[config.mk]
export PLATFORM = sky130hd
export DESIGN_NAME = pias_bank
export DESIGN_NICKNAME = d
export VERILOG_FILES = /design/src/verilog/pias_pkg.sv /design/src/verilog/pias_bank.sv
export SDC_FILE = /design/constraint.sdc
export NUM_CORES = 1
export LEC_CHECK = 0
export BUFFER_PORTS_ARGS = -buffer_cell sky130_fd_sc_hd__buf_2
export CORE_ASPECT_RATIO = 0.8
export CORE_MARGIN = 4
export CORE_UTILIZATION = 60
export CTS_CLUSTER_SIZE = 12
export DETAILED_ROUTE_END_ITERATION = 7
export PLACE_DENSITY_LB_ADDON = 0.3
export REMOVE_ABC_BUFFERS = 1
export SLEW_MARGIN = 20
export SYNTH_ARGS = -nofsm -noshare
export SYNTH_HDL_FRONTEND = slang
export SYNTH_SLANG_ARGS = --single-unit
export TNS_END_PERCENT = 30
[constraint.sdc]
create_clock -name pclk -period 8.1 [get_ports pclk]
set_input_delay 1.215 -clock pclk [delete_from_list [all_inputs] [get_ports pclk]]
set_output_delay 1.215 -clock pclk [all_outputs]
set_load 0.005 [all_outputs]
[src/verilog/pias_pkg.sv]
/*
  package for the phy interrupt and auxiliary status bank: register indices,
  field positions, reset values, timeout figures and the state record.
  assumes a 20 MHz apb clock; byte address of a register is four times its index.
*/
package pias_pkg;
  // register indices; byte address is index * 4
  localparam logic [7:0] IDX_MASK = 8'h19;
  localparam logic [7:0] IDX_INT = 8'h1A;
  localparam logic [7:0] IDX_CFG = 8'h1B;
  localparam logic [7:0] IDX_AUX = 8'h1C;
  // status bit positions
  localparam int BIT_PEND = 15;
  localparam int BIT_SPD = 14;
  localparam int BIT_LINK = 13;
  localparam int BIT_FDX = 12;
  localparam int BIT_RSVD = 6;
  localparam int BIT_DSHIFT = 2;
  localparam int BIT_RXER = 0;
  // configuration register fields
  localparam int CFG_AN_EN = 12;
  localparam int CFG_ADV_HI = 8;
  localparam int CFG_ADV_LO = 5;
  localparam int CFG_AMS_EN = 1;
  localparam int CFG_FX = 0;
  // auxiliary writable fields
  localparam int AUX_TO_MSB = 7;
  localparam int AUX_PS_EN = 6;
  localparam int AUX_TO_LSB = 2;
  // values after reset
  localparam logic [15:0] RST_MASK = 16'h0000;
  localparam logic RST_AN_EN = 1'b1;
  localparam logic [3:0] RST_ADV = 4'hF;
  localparam logic RST_TO_MSB = 1'b0;
  localparam logic RST_TO_LSB = 1'b1;
  localparam logic RST_PS_EN = 1'b0;
  // power-saving link timeouts in ms and the clock rate in kHz
  localparam int CLK_KHZ = 20000;
  localparam int TO0_MS = 2300;
  localparam int TO1_MS = 3300;
  localparam int TO2_MS = 4300;
  localparam int TO3_MS = 5300;
  localparam int TO0_CYC = TO0_MS * CLK_KHZ;
  localparam int TO1_CYC = TO1_MS * CLK_KHZ;
  localparam int TO2_CYC = TO2_MS * CLK_KHZ;
  localparam int TO3_CYC = TO3_MS * CLK_KHZ;

  // complete state of the bank
  typedef struct packed {
    logic [14:0] cause;
    logic pend;
    logic [15:0] mask;
    logic an_en;
    logic [3:0] adv;
    logic ams_en;
    logic fx_mode;
    logic to_msb;
    logic ps_en;
    logic to_lsb;
    logic [1:0] pspd;
    logic plink;
    logic pfdx;
    logic [31:0] prdata;
    logic [31:0] tmr;
    logic sleep;
  } pias_state_t;
endpackage

[src/verilog/pias_bank.sv]
/*
  interrupt status and auxiliary control/status bank of one phy port, apb slave.
  assumes all phy core status inputs and event pulses are on pclk; no sync needed.
  zero wait state apb; unmapped addresses answer with pslverr.
*/
// The implementer's own choice: the APB slave port.
`timescale 1ns/10ps
module pias_bank #(
  parameter int unsigned TO0_CYC = pias_pkg::TO0_CYC,
  parameter int unsigned TO1_CYC = pias_pkg::TO1_CYC,
  parameter int unsigned TO2_CYC = pias_pkg::TO2_CYC,
  parameter int unsigned TO3_CYC = pias_pkg::TO3_CYC
) (
  input wire logic pclk,
  input wire logic presetn,
  input wire logic psel,
  input wire logic penable,
  input wire logic pwrite,
  input wire logic [7:0] paddr,
  input wire logic [31:0] pwdata,
  output logic [31:0] prdata,
  output logic pready,
  output logic pslverr,
  input wire logic link_up,
  input wire logic [1:0] speed,
  input wire logic full_duplex_flag,
  input wire logic an_complete,
  input wire logic an_error_evt,
  input wire logic an_done_evt,
  input wire logic poe_detect_evt,
  input wire logic symbol_err_evt,
  input wire logic fast_fail_evt,
  input wire logic ext_int_evt,
  input wire logic media_change_evt,
  input wire logic false_carrier_evt,
  input wire logic downshift_evt,
  input wire logic ms_error_evt,
  input wire logic rx_er_evt,
  input wire logic rx_er_carrier_ext,
  input wire logic auto_pair_crossover,
  input wire logic cd_pair_swap,
  input wire logic [3:0] pair_polarity,
  input wire logic [1:0] media_sel,
  output logic phy_interrupt_pin_out,
  output logic phy_interrupt_pin_oe_n,
  output logic link_power_saving_sleep
);

  pias_pkg::pias_state_t st;
  pias_pkg::pias_state_t next_st;
  logic setup;
  logic access;
  logic rd_int;
  logic [14:0] ev;
  logic [14:0] next_cause;
  logic [31:0] limit;

  // true when a byte address is one of the four mapped registers
  function automatic logic is_mapped(input logic [7:0] a);
    is_mapped = (a[1:0] == 2'h0) &&
      (a[7:2] == pias_pkg::IDX_MASK[5:0] || a[7:2] == pias_pkg::IDX_INT[5:0] ||
       a[7:2] == pias_pkg::IDX_CFG[5:0] || a[7:2] == pias_pkg::IDX_AUX[5:0]);
  endfunction

  // true when a byte address hits the given register index
  function automatic logic hit(input logic [7:0] a, input logic [7:0] idx);
    hit = (a == {idx[5:0], 2'h0});
  endfunction

  // bus phases and handshake
  assign setup = psel && !penable;
  assign access = psel && penable;
  assign pready = 1'b1;
  assign pslverr = access && !is_mapped(paddr);
  assign rd_int = access && !pwrite && hit(paddr, pias_pkg::IDX_INT);

  // event sources for each cause bit
  always_comb begin
    ev = 15'h0000;
    ev[pias_pkg::BIT_SPD] = st.an_en && (speed != st.pspd);
    ev[pias_pkg::BIT_LINK] = link_up != st.plink;
    ev[pias_pkg::BIT_FDX] = st.an_en && (full_duplex_flag != st.pfdx);
    ev[11] = an_error_evt;
    ev[10] = an_done_evt;
    ev[9] = poe_detect_evt;
    ev[8] = symbol_err_evt;
    ev[7] = fast_fail_evt;
    ev[pias_pkg::BIT_RSVD] = 1'b0;
    ev[5] = ext_int_evt;
    ev[4] = media_change_evt;
    ev[3] = false_carrier_evt;
    ev[pias_pkg::BIT_DSHIFT] = downshift_evt && (&st.adv);
    ev[1] = ms_error_evt;
    ev[pias_pkg::BIT_RXER] = rx_er_evt && !rx_er_carrier_ext;
  end

  // selected power-saving timeout
  always_comb begin
    case ({st.to_msb, st.to_lsb})
      2'b00: limit = TO0_CYC;
      2'b01: limit = TO1_CYC;
      2'b10: limit = TO2_CYC;
      2'b11: limit = TO3_CYC;
      default: limit = TO0_CYC;
    endcase
  end

  // next state of the whole bank
  always_comb begin
    next_st = st;
    // latching continues whether or not the pin is used; a new event beats the read clear.
    // only bits captured at the setup edge are cleared, so a cause latched on that same
    // edge survives the read and is reported by the next one
    next_cause = (st.cause & ~(st.prdata[14:0] & {15{rd_int}})) | ev;
    next_st.cause = next_cause;
    next_st.pend = (st.pend && !(rd_int && st.prdata[15])) ||
      (|(next_cause & st.mask[14:0]));
    next_st.pspd = speed;
    next_st.plink = link_up;
    next_st.pfdx = full_duplex_flag;
    // register writes at the access edge
    if (access && pwrite) begin
      if (hit(paddr, pias_pkg::IDX_MASK)) begin
        next_st.mask = pwdata[15:0];
      end
      if (hit(paddr, pias_pkg::IDX_CFG)) begin
        next_st.an_en = pwdata[pias_pkg::CFG_AN_EN];
        next_st.adv = pwdata[pias_pkg::CFG_ADV_HI:pias_pkg::CFG_ADV_LO];
        next_st.ams_en = pwdata[pias_pkg::CFG_AMS_EN];
        next_st.fx_mode = pwdata[pias_pkg::CFG_FX];
      end
      if (hit(paddr, pias_pkg::IDX_AUX)) begin
        next_st.to_msb = pwdata[pias_pkg::AUX_TO_MSB];
        next_st.ps_en = pwdata[pias_pkg::AUX_PS_EN];
        next_st.to_lsb = pwdata[pias_pkg::AUX_TO_LSB];
      end
    end
    // read data is captured in the setup phase and held through access
    if (setup) begin
      next_st.prdata = 32'h0000_0000;
      if (hit(paddr, pias_pkg::IDX_MASK)) begin
        next_st.prdata[15:0] = st.mask;
      end
      if (hit(paddr, pias_pkg::IDX_INT)) begin
        next_st.prdata[15:0] = {st.pend, st.cause};
      end
      if (hit(paddr, pias_pkg::IDX_CFG)) begin
        next_st.prdata[pias_pkg::CFG_AN_EN] = st.an_en;
        next_st.prdata[pias_pkg::CFG_ADV_HI:pias_pkg::CFG_ADV_LO] = st.adv;
        next_st.prdata[pias_pkg::CFG_AMS_EN] = st.ams_en;
        next_st.prdata[pias_pkg::CFG_FX] = st.fx_mode;
      end
      if (hit(paddr, pias_pkg::IDX_AUX)) begin
        next_st.prdata[15] = st.an_en ? an_complete : link_up;
        next_st.prdata[14] = !st.an_en || (st.ams_en && st.fx_mode);
        next_st.prdata[13] = auto_pair_crossover;
        next_st.prdata[12] = cd_pair_swap;
        next_st.prdata[11:8] = pair_polarity;
        next_st.prdata[pias_pkg::AUX_TO_MSB] = st.to_msb;
        next_st.prdata[pias_pkg::AUX_PS_EN] = st.ps_en;
        next_st.prdata[5] = full_duplex_flag;
        next_st.prdata[4:3] = speed;
        next_st.prdata[pias_pkg::AUX_TO_LSB] = st.to_lsb;
        next_st.prdata[1:0] = media_sel;
      end
    end
    // link-down timer for power saving
    if (!st.ps_en || link_up) begin
      next_st.tmr = 32'h0000_0000;
      next_st.sleep = 1'b0;
    end else if (st.tmr >= limit - 32'h0000_0001) begin
      next_st.sleep = 1'b1;
    end else begin
      next_st.tmr = st.tmr + 32'h0000_0001;
    end
  end

  // state register
  always_ff @(posedge pclk or negedge presetn) begin
    if (!presetn) begin
      st <= '0;
      st.mask <= pias_pkg::RST_MASK;
      st.an_en <= pias_pkg::RST_AN_EN;
      st.adv <= pias_pkg::RST_ADV;
      st.to_msb <= pias_pkg::RST_TO_MSB;
      st.to_lsb <= pias_pkg::RST_TO_LSB;
      st.ps_en <= pias_pkg::RST_PS_EN;
    end else begin
      st <= next_st;
    end
  end

  // outputs; pin is driven only while mask bit 15 is set
  assign prdata = st.prdata;
  assign phy_interrupt_pin_out = st.pend;
  assign phy_interrupt_pin_oe_n = !st.mask[pias_pkg::BIT_PEND];
  assign link_power_saving_sleep = st.sleep;
endmodule

* After elaboration in Yosys (flattened, before gate mapping) *
Index checks and enable logic that the tools add are counted.

word-level totals
  output and inout bits = 37
  logic and storage cells = 86
  input port bits = 70
  register bits = 95

cells by class
  $add $sub $neg = 2
  reductions and logical operators = 36
  muxes and demuxes = 11
  equal/unequal tests = 15
  magnitude comparators = 1
  bitwise operators = 5

operators with widths
  cell                   number
  $pmux 32 s4            1
  $mux 16                3
  $and 15x15->15         3
  $mux 33                1
  $add 32x1->32 const B  1
  $eq 8x7->1 const B     4
  $ge 32x32->1           1
  $mux 32                1
  $sub 32x1->32 const B  1
  $eq 6x5->1 const B     4
  $not 15->15            1
  $or 15x15->15          1
  $reduce_or 15->1       1
  $logic_and 1x1->1      14
  $logic_not 1->1        8
  $logic_or 1x1->1       6
  $reduce_and 2->1       3
  $eq 2x2->1 const B     2
  $logic_not 2->1        2
  $mux 4                 1
  $reduce_and 4->1       1
  $mux 1                 3
  $eq 2x1->1 const B     1
  $mux 2                 1
  other kinds (4)        5

* Logic depth before layout (Yosys ltp) *
  depth in word-level cells = 10
  gate-level depth with buffers = 14
  depth with buffers taken out = 11

* Worst setup path after synthesis *
Ideal clock, no wire load.

  path kind = input to output
  start = input paddr[1]
  end = output pslverr
  arrival time = 2.046 ns
  stages = 4
  slack = 4.839 ns
  path through = nor4b_1 nand2_1 clkbuf_1 o211a_1

between the ends
  word-level cells in the longest chain between the ends = 4

RTL lines
  what                RTL line         RTL
  start: declaration  pias_bank.sv:19  input wire logic [7:0] paddr,
  $logic_not 2->1     pias_bank.sv:60  is_mapped = (a[1:0] == 2'h0) &&
  $logic_and 1x1->1   pias_bank.sv:60
  $logic_not 1->1     pias_bank.sv:74  assign pslverr = access && !is_mapped(paddr);
  $logic_and 1x1->1   pias_bank.sv:74
  end: declaration    pias_bank.sv:23  output logic pslverr,

Every way passes these cells.

* Worst setup path after layout *
  start = input paddr[2]
  end = register st[80] (netlist bit)

between the ends
  word-level cells in the longest chain between the ends = 2

RTL lines
  what                               RTL line          RTL
  $eq 8x7->1                         pias_bank.sv:67   hit = (a == {idx[5:0], 2'h0});
  $reduce_and 2->1 (no source line)  -
  end signal: assignment             pias_bank.sv:189  st <= next_st;
  end: declaration                   pias_bank.sv:49   pias_pkg::pias_state_t st;

Every way passes these cells.
A chain may end at the register's enable or synchronous reset.

==> impl_metrics.py <==
metrics = {
    "run_status": {
        "status": "finished clean",
    },
    "synthesis": {
        "synth.distinct_cells": 60,
        "synthFlopType": "dfrtp_1",
        "yosysSeqAreaShare_pct": 43.8,
        "ys_ff_latch": 95,
        "synthArstFlopShare_pct": 100,
        "synthCells": 536,
        "yosysWarnings": 0,
        "avgSynthCellArea_um2": 10.1,
        "syn_area_um2": 5440,
        "synth_edf_count": 0,
    },
    "die": {
        "design.core.area_um2": 8670,
        "num_io_pins": 107,
        "rows": 30,
        "fp.dieH_um": 93.2,
        "start_util_pct": 62.7,
        "die_area_um2": 10700,
        "die_x_um": 114,
    },
    "layout": {
        "drive_above_1_share_pct": 23.0,
        "multi_input_area_um2": 2690,
        "stdcell_count": 694,
        "n_antenna_cell": 0,
        "n_fill_cell": 673,
        "syn_to_final_growth_pct": 9.87,
        "seq_area_um2": 2380,
        "fin_nets": 670,
    },
    "worst_hold_path": {
        "hold_path_class": "flip-flop to flip-flop",
        "hold_end": "st[102]$_DFF_PN0_",
        "hold_path_depth": 1,
        "hold_start": "prdata[6]$_DFFE_PN0P_",
    },
    "critical_path": {
        "crit_slowest_cell": "and4_1",
        "max_stage_delay_ns": 0.91,
        "r2r_slack_ns": 4.17,
        "r2r-end": "st[24]$_DFFE_PN0P_",
        "critical_path_buf_inv_count": 1,
        "arrival_ns": 4.21,
        "path_class": "input pin to flip-flop",
        "worstReg2RegStart": "st[71]$_DFFE_PN0P_",
        "required_ns": 8.33,
        "worst_setup_path_start_kind": "input pin",
        "r2r_cells": 10,
        "cp_max_fo": 17,
        "crit_family": "simple AND/OR/NAND/NOR gates",
        "crit_chain": "buf_2 > nor2b_1 > nor3b_2 > and4_1 > mux2_2",
        "crit_path_end_kind": "flip-flop",
    },
    "pwr": {
        "swShare_pct": 23.2,
        "pwr-share-seq_pct": 50.1,
        "power.total_uw": 966,
        "internal_power_uw": 742,
        "p_comb_share_pct": 6.1,
        "cellLeakagePower_uw": 0.00261,
        "power_density_nw_per_um2": 162,
        "p_sw_uw": 224,
        "pwr-share-clk_pct": 43.8,
        "ir_drop_mv": 0.179,
    },
    "clocking": {
        "cts-root-buf": "clkbuf_16",
        "cts_max_level": 3,
        "ctsResizeCount": 0,
        "cts.sinks": 95,
        "clk_latency_ns": 0.34,
        "tritoncts": "yes",
        "clkSlewWorstSetupHoldPaths_ns": 0.07,
        "post_cts_buffers": 0,
        "hold_buffers": 0,
        "cts-buffers-inserted": 9,
        "clock_path_buffers": 2,
    },
    "routing": {
        "drt_iter0_markers": 388,
        "drt_pre_antenna_iters": 7,
        "vias": 4401,
        "vias_per_cell": 6.34,
        "wl_per_cell_um": 19.0,
        "drc": 0,
        "routed_wirelength_mm": 13.2,
        "detail-route-antenna-nets": 0,
    },
    "sta": {
        "finalSetupViolCount": 0,
        "fin_crit_sh_pct": 49.2,
        "fmax_mhz": 251,
        "tns_ns": 0,
        "post-route-min-period_ns": 3.98,
        "drv_slew": 0,
        "hold_viol": 0,
        "skew_ns": 0.00404,
        "rsz0062_at_grt": "false",
        "relSlewSlack_pct": 28.6,
        "worst_pin_slew_ns": 1.06,
    },
    "global_routing": {
        "grt_max_degree": 57,
        "antenna_found_initial": 1,
        "overflow": 0,
        "grt_use_total_pct": 25.3,
        "grt_pass1_vias": 4379,
        "grt_first_pass_wirelength_mm": 21.5,
    },
    "place": {
        "io_buffers": 73,
        "gp_congestion": 0.931,
        "detailedPlacementHpwl_mm": 9.19,
        "place_inst": 677,
    },
    "run": {
        "max-cap-violations": 0,
    },
}
## area by class of cell
type,instances,share of cell area (%)
flip-flops and latches,95,39.9
repair buffers,76,6.87
clock buffers,9,3.77
inverters,14,0.879
well taps,112,2.35
multi-input cells,381,45.1
clock inverters,7,1.17
## placed cells by master (no fill, tap or decap), types with 11 or more instances in the layout
cell type  synthesis  final
nor2_1            16     16
inv_1             14     14
nand4_1           18     18
o31ai_1           26     26
nand3_1           12     12
dfrtp_1           89     89
mux2_2            25     25
conb_1             2     17
nand2_1           40     40
or3_1             11     11
o21ai_1           14     14
o21ai_0           11     11
or4_1             21     21
ha_1              23     23
buf_2              5     72
a21oi_1           41     41
## how the worst max path moves through the flow
stage	from	end	slack [ns]	cells past startpoint
after CTS	paddr[2]	st[80]$_DFFE_PN0P_	4.25	5
after global placement	paddr[2]	st[80]$_DFFE_PN0P_	3.94	5
after floorplan	st[69]$_DFFE_PN1P_	st[13]$_DFFE_PN0P_	3.94	10
final	paddr[2]	st[80]$_DFFE_PN0P_	4.12	5
after detailed placement	paddr[2]	st[80]$_DFFE_PN0P_	3.92	5
after global routing	st[71]$_DFFE_PN0P_	st[22]$_DFFE_PN0P_	3.86	10
## cell families after synthesis
| group | count (synthesis) | synth area share [%] |
|---|---|---|
| muxes | 33 | 6.83 |
| DFF | 95 | 43.8 |
| AOI/OAI and AO/OA | 140 | 17.4 |
| buffers and inverters | 75 | 8.05 |
| other | 2 | 0.138 |
| adders and majority gates | 25 | 5.68 |
| and+or+nand+nor | 159 | 16.9 |
| xor gates and xnor gates | 7 | 1.13 |
## state kept, by name (all words and copies together) (netlist names)
signal	flops
link_power_saving_sleep	1
st	77
phy_interrupt_pin_out	1
prdata	16
## per-stage QoR
stage	cell area [um2]	hold WS [ns]	setup slack, ns	util [%]
after detailed placement	5650	0.477	3.92	65.2
after global routing	5980	0.510	3.86	68.9
final	5980	0.487	4.12	68.9
after floorplan	5110	0.455	3.94	-
after CTS	5950	0.494	4.25	68.6
after global placement	5650	0.468	3.94	65.1
## per-layer routing
layer	GRT usage, %	wire (um)
met1	35.8	5940
met2	37.7	5940
met3	7.31	1130
met4	7.81	186
met5	0	12
## synthesized netlist by cell type, types with 6 or more instances
library cell,number,area (um2)
a222oi_1,7,70.1
clkbuf_1,17,63.8
a21oi_1,41,205
o31ai_1,26,195
ha_1,23,288
inv_1,14,52.6
a22o_1,6,52.6
or4_1,21,158
dfstp_2,6,158
or3_1,11,68.8
o21ai_1,14,70.1
mux2_2,25,282
buf_4,34,255
and3_1,6,37.5
mux2_1,8,90.1
a22oi_1,7,52.6
nand2_1,40,150
nand4_1,18,113
nand3_1,12,60.1
dfrtp_1,89,2230
nor2_1,16,60.1
o21ai_0,11,55.1
## worst register-to-register path, cell delays in order, from the launching register on
cell and delay (ns):
dfrtp_1 0.54, inv_1 0.18, ha_1 0.49, inv_1 0.08
ha_1 0.30, nand4_1 0.09, o21ai_1 0.08, o21ai_0 0.59
nand3_1 0.67, or4_1 0.66, a21oi_1 0.15
## power groups by stage
| stage | Clock, uW | Sequential, uW | Combinational [uW] |
|---|---|---|---|
| after global placement | 0 | 492 | 56.4 |
| final | 423 | 484 | 59.1 |
| after floorplan | 0 | 492 | 22.1 |
| after detailed placement | 0 | 493 | 58.0 |
| after global routing | 449 | 484 | 65.6 |
| after CTS | 428 | 484 | 58.7 |
Note: power is estimated with default switching activity, not from simulation.
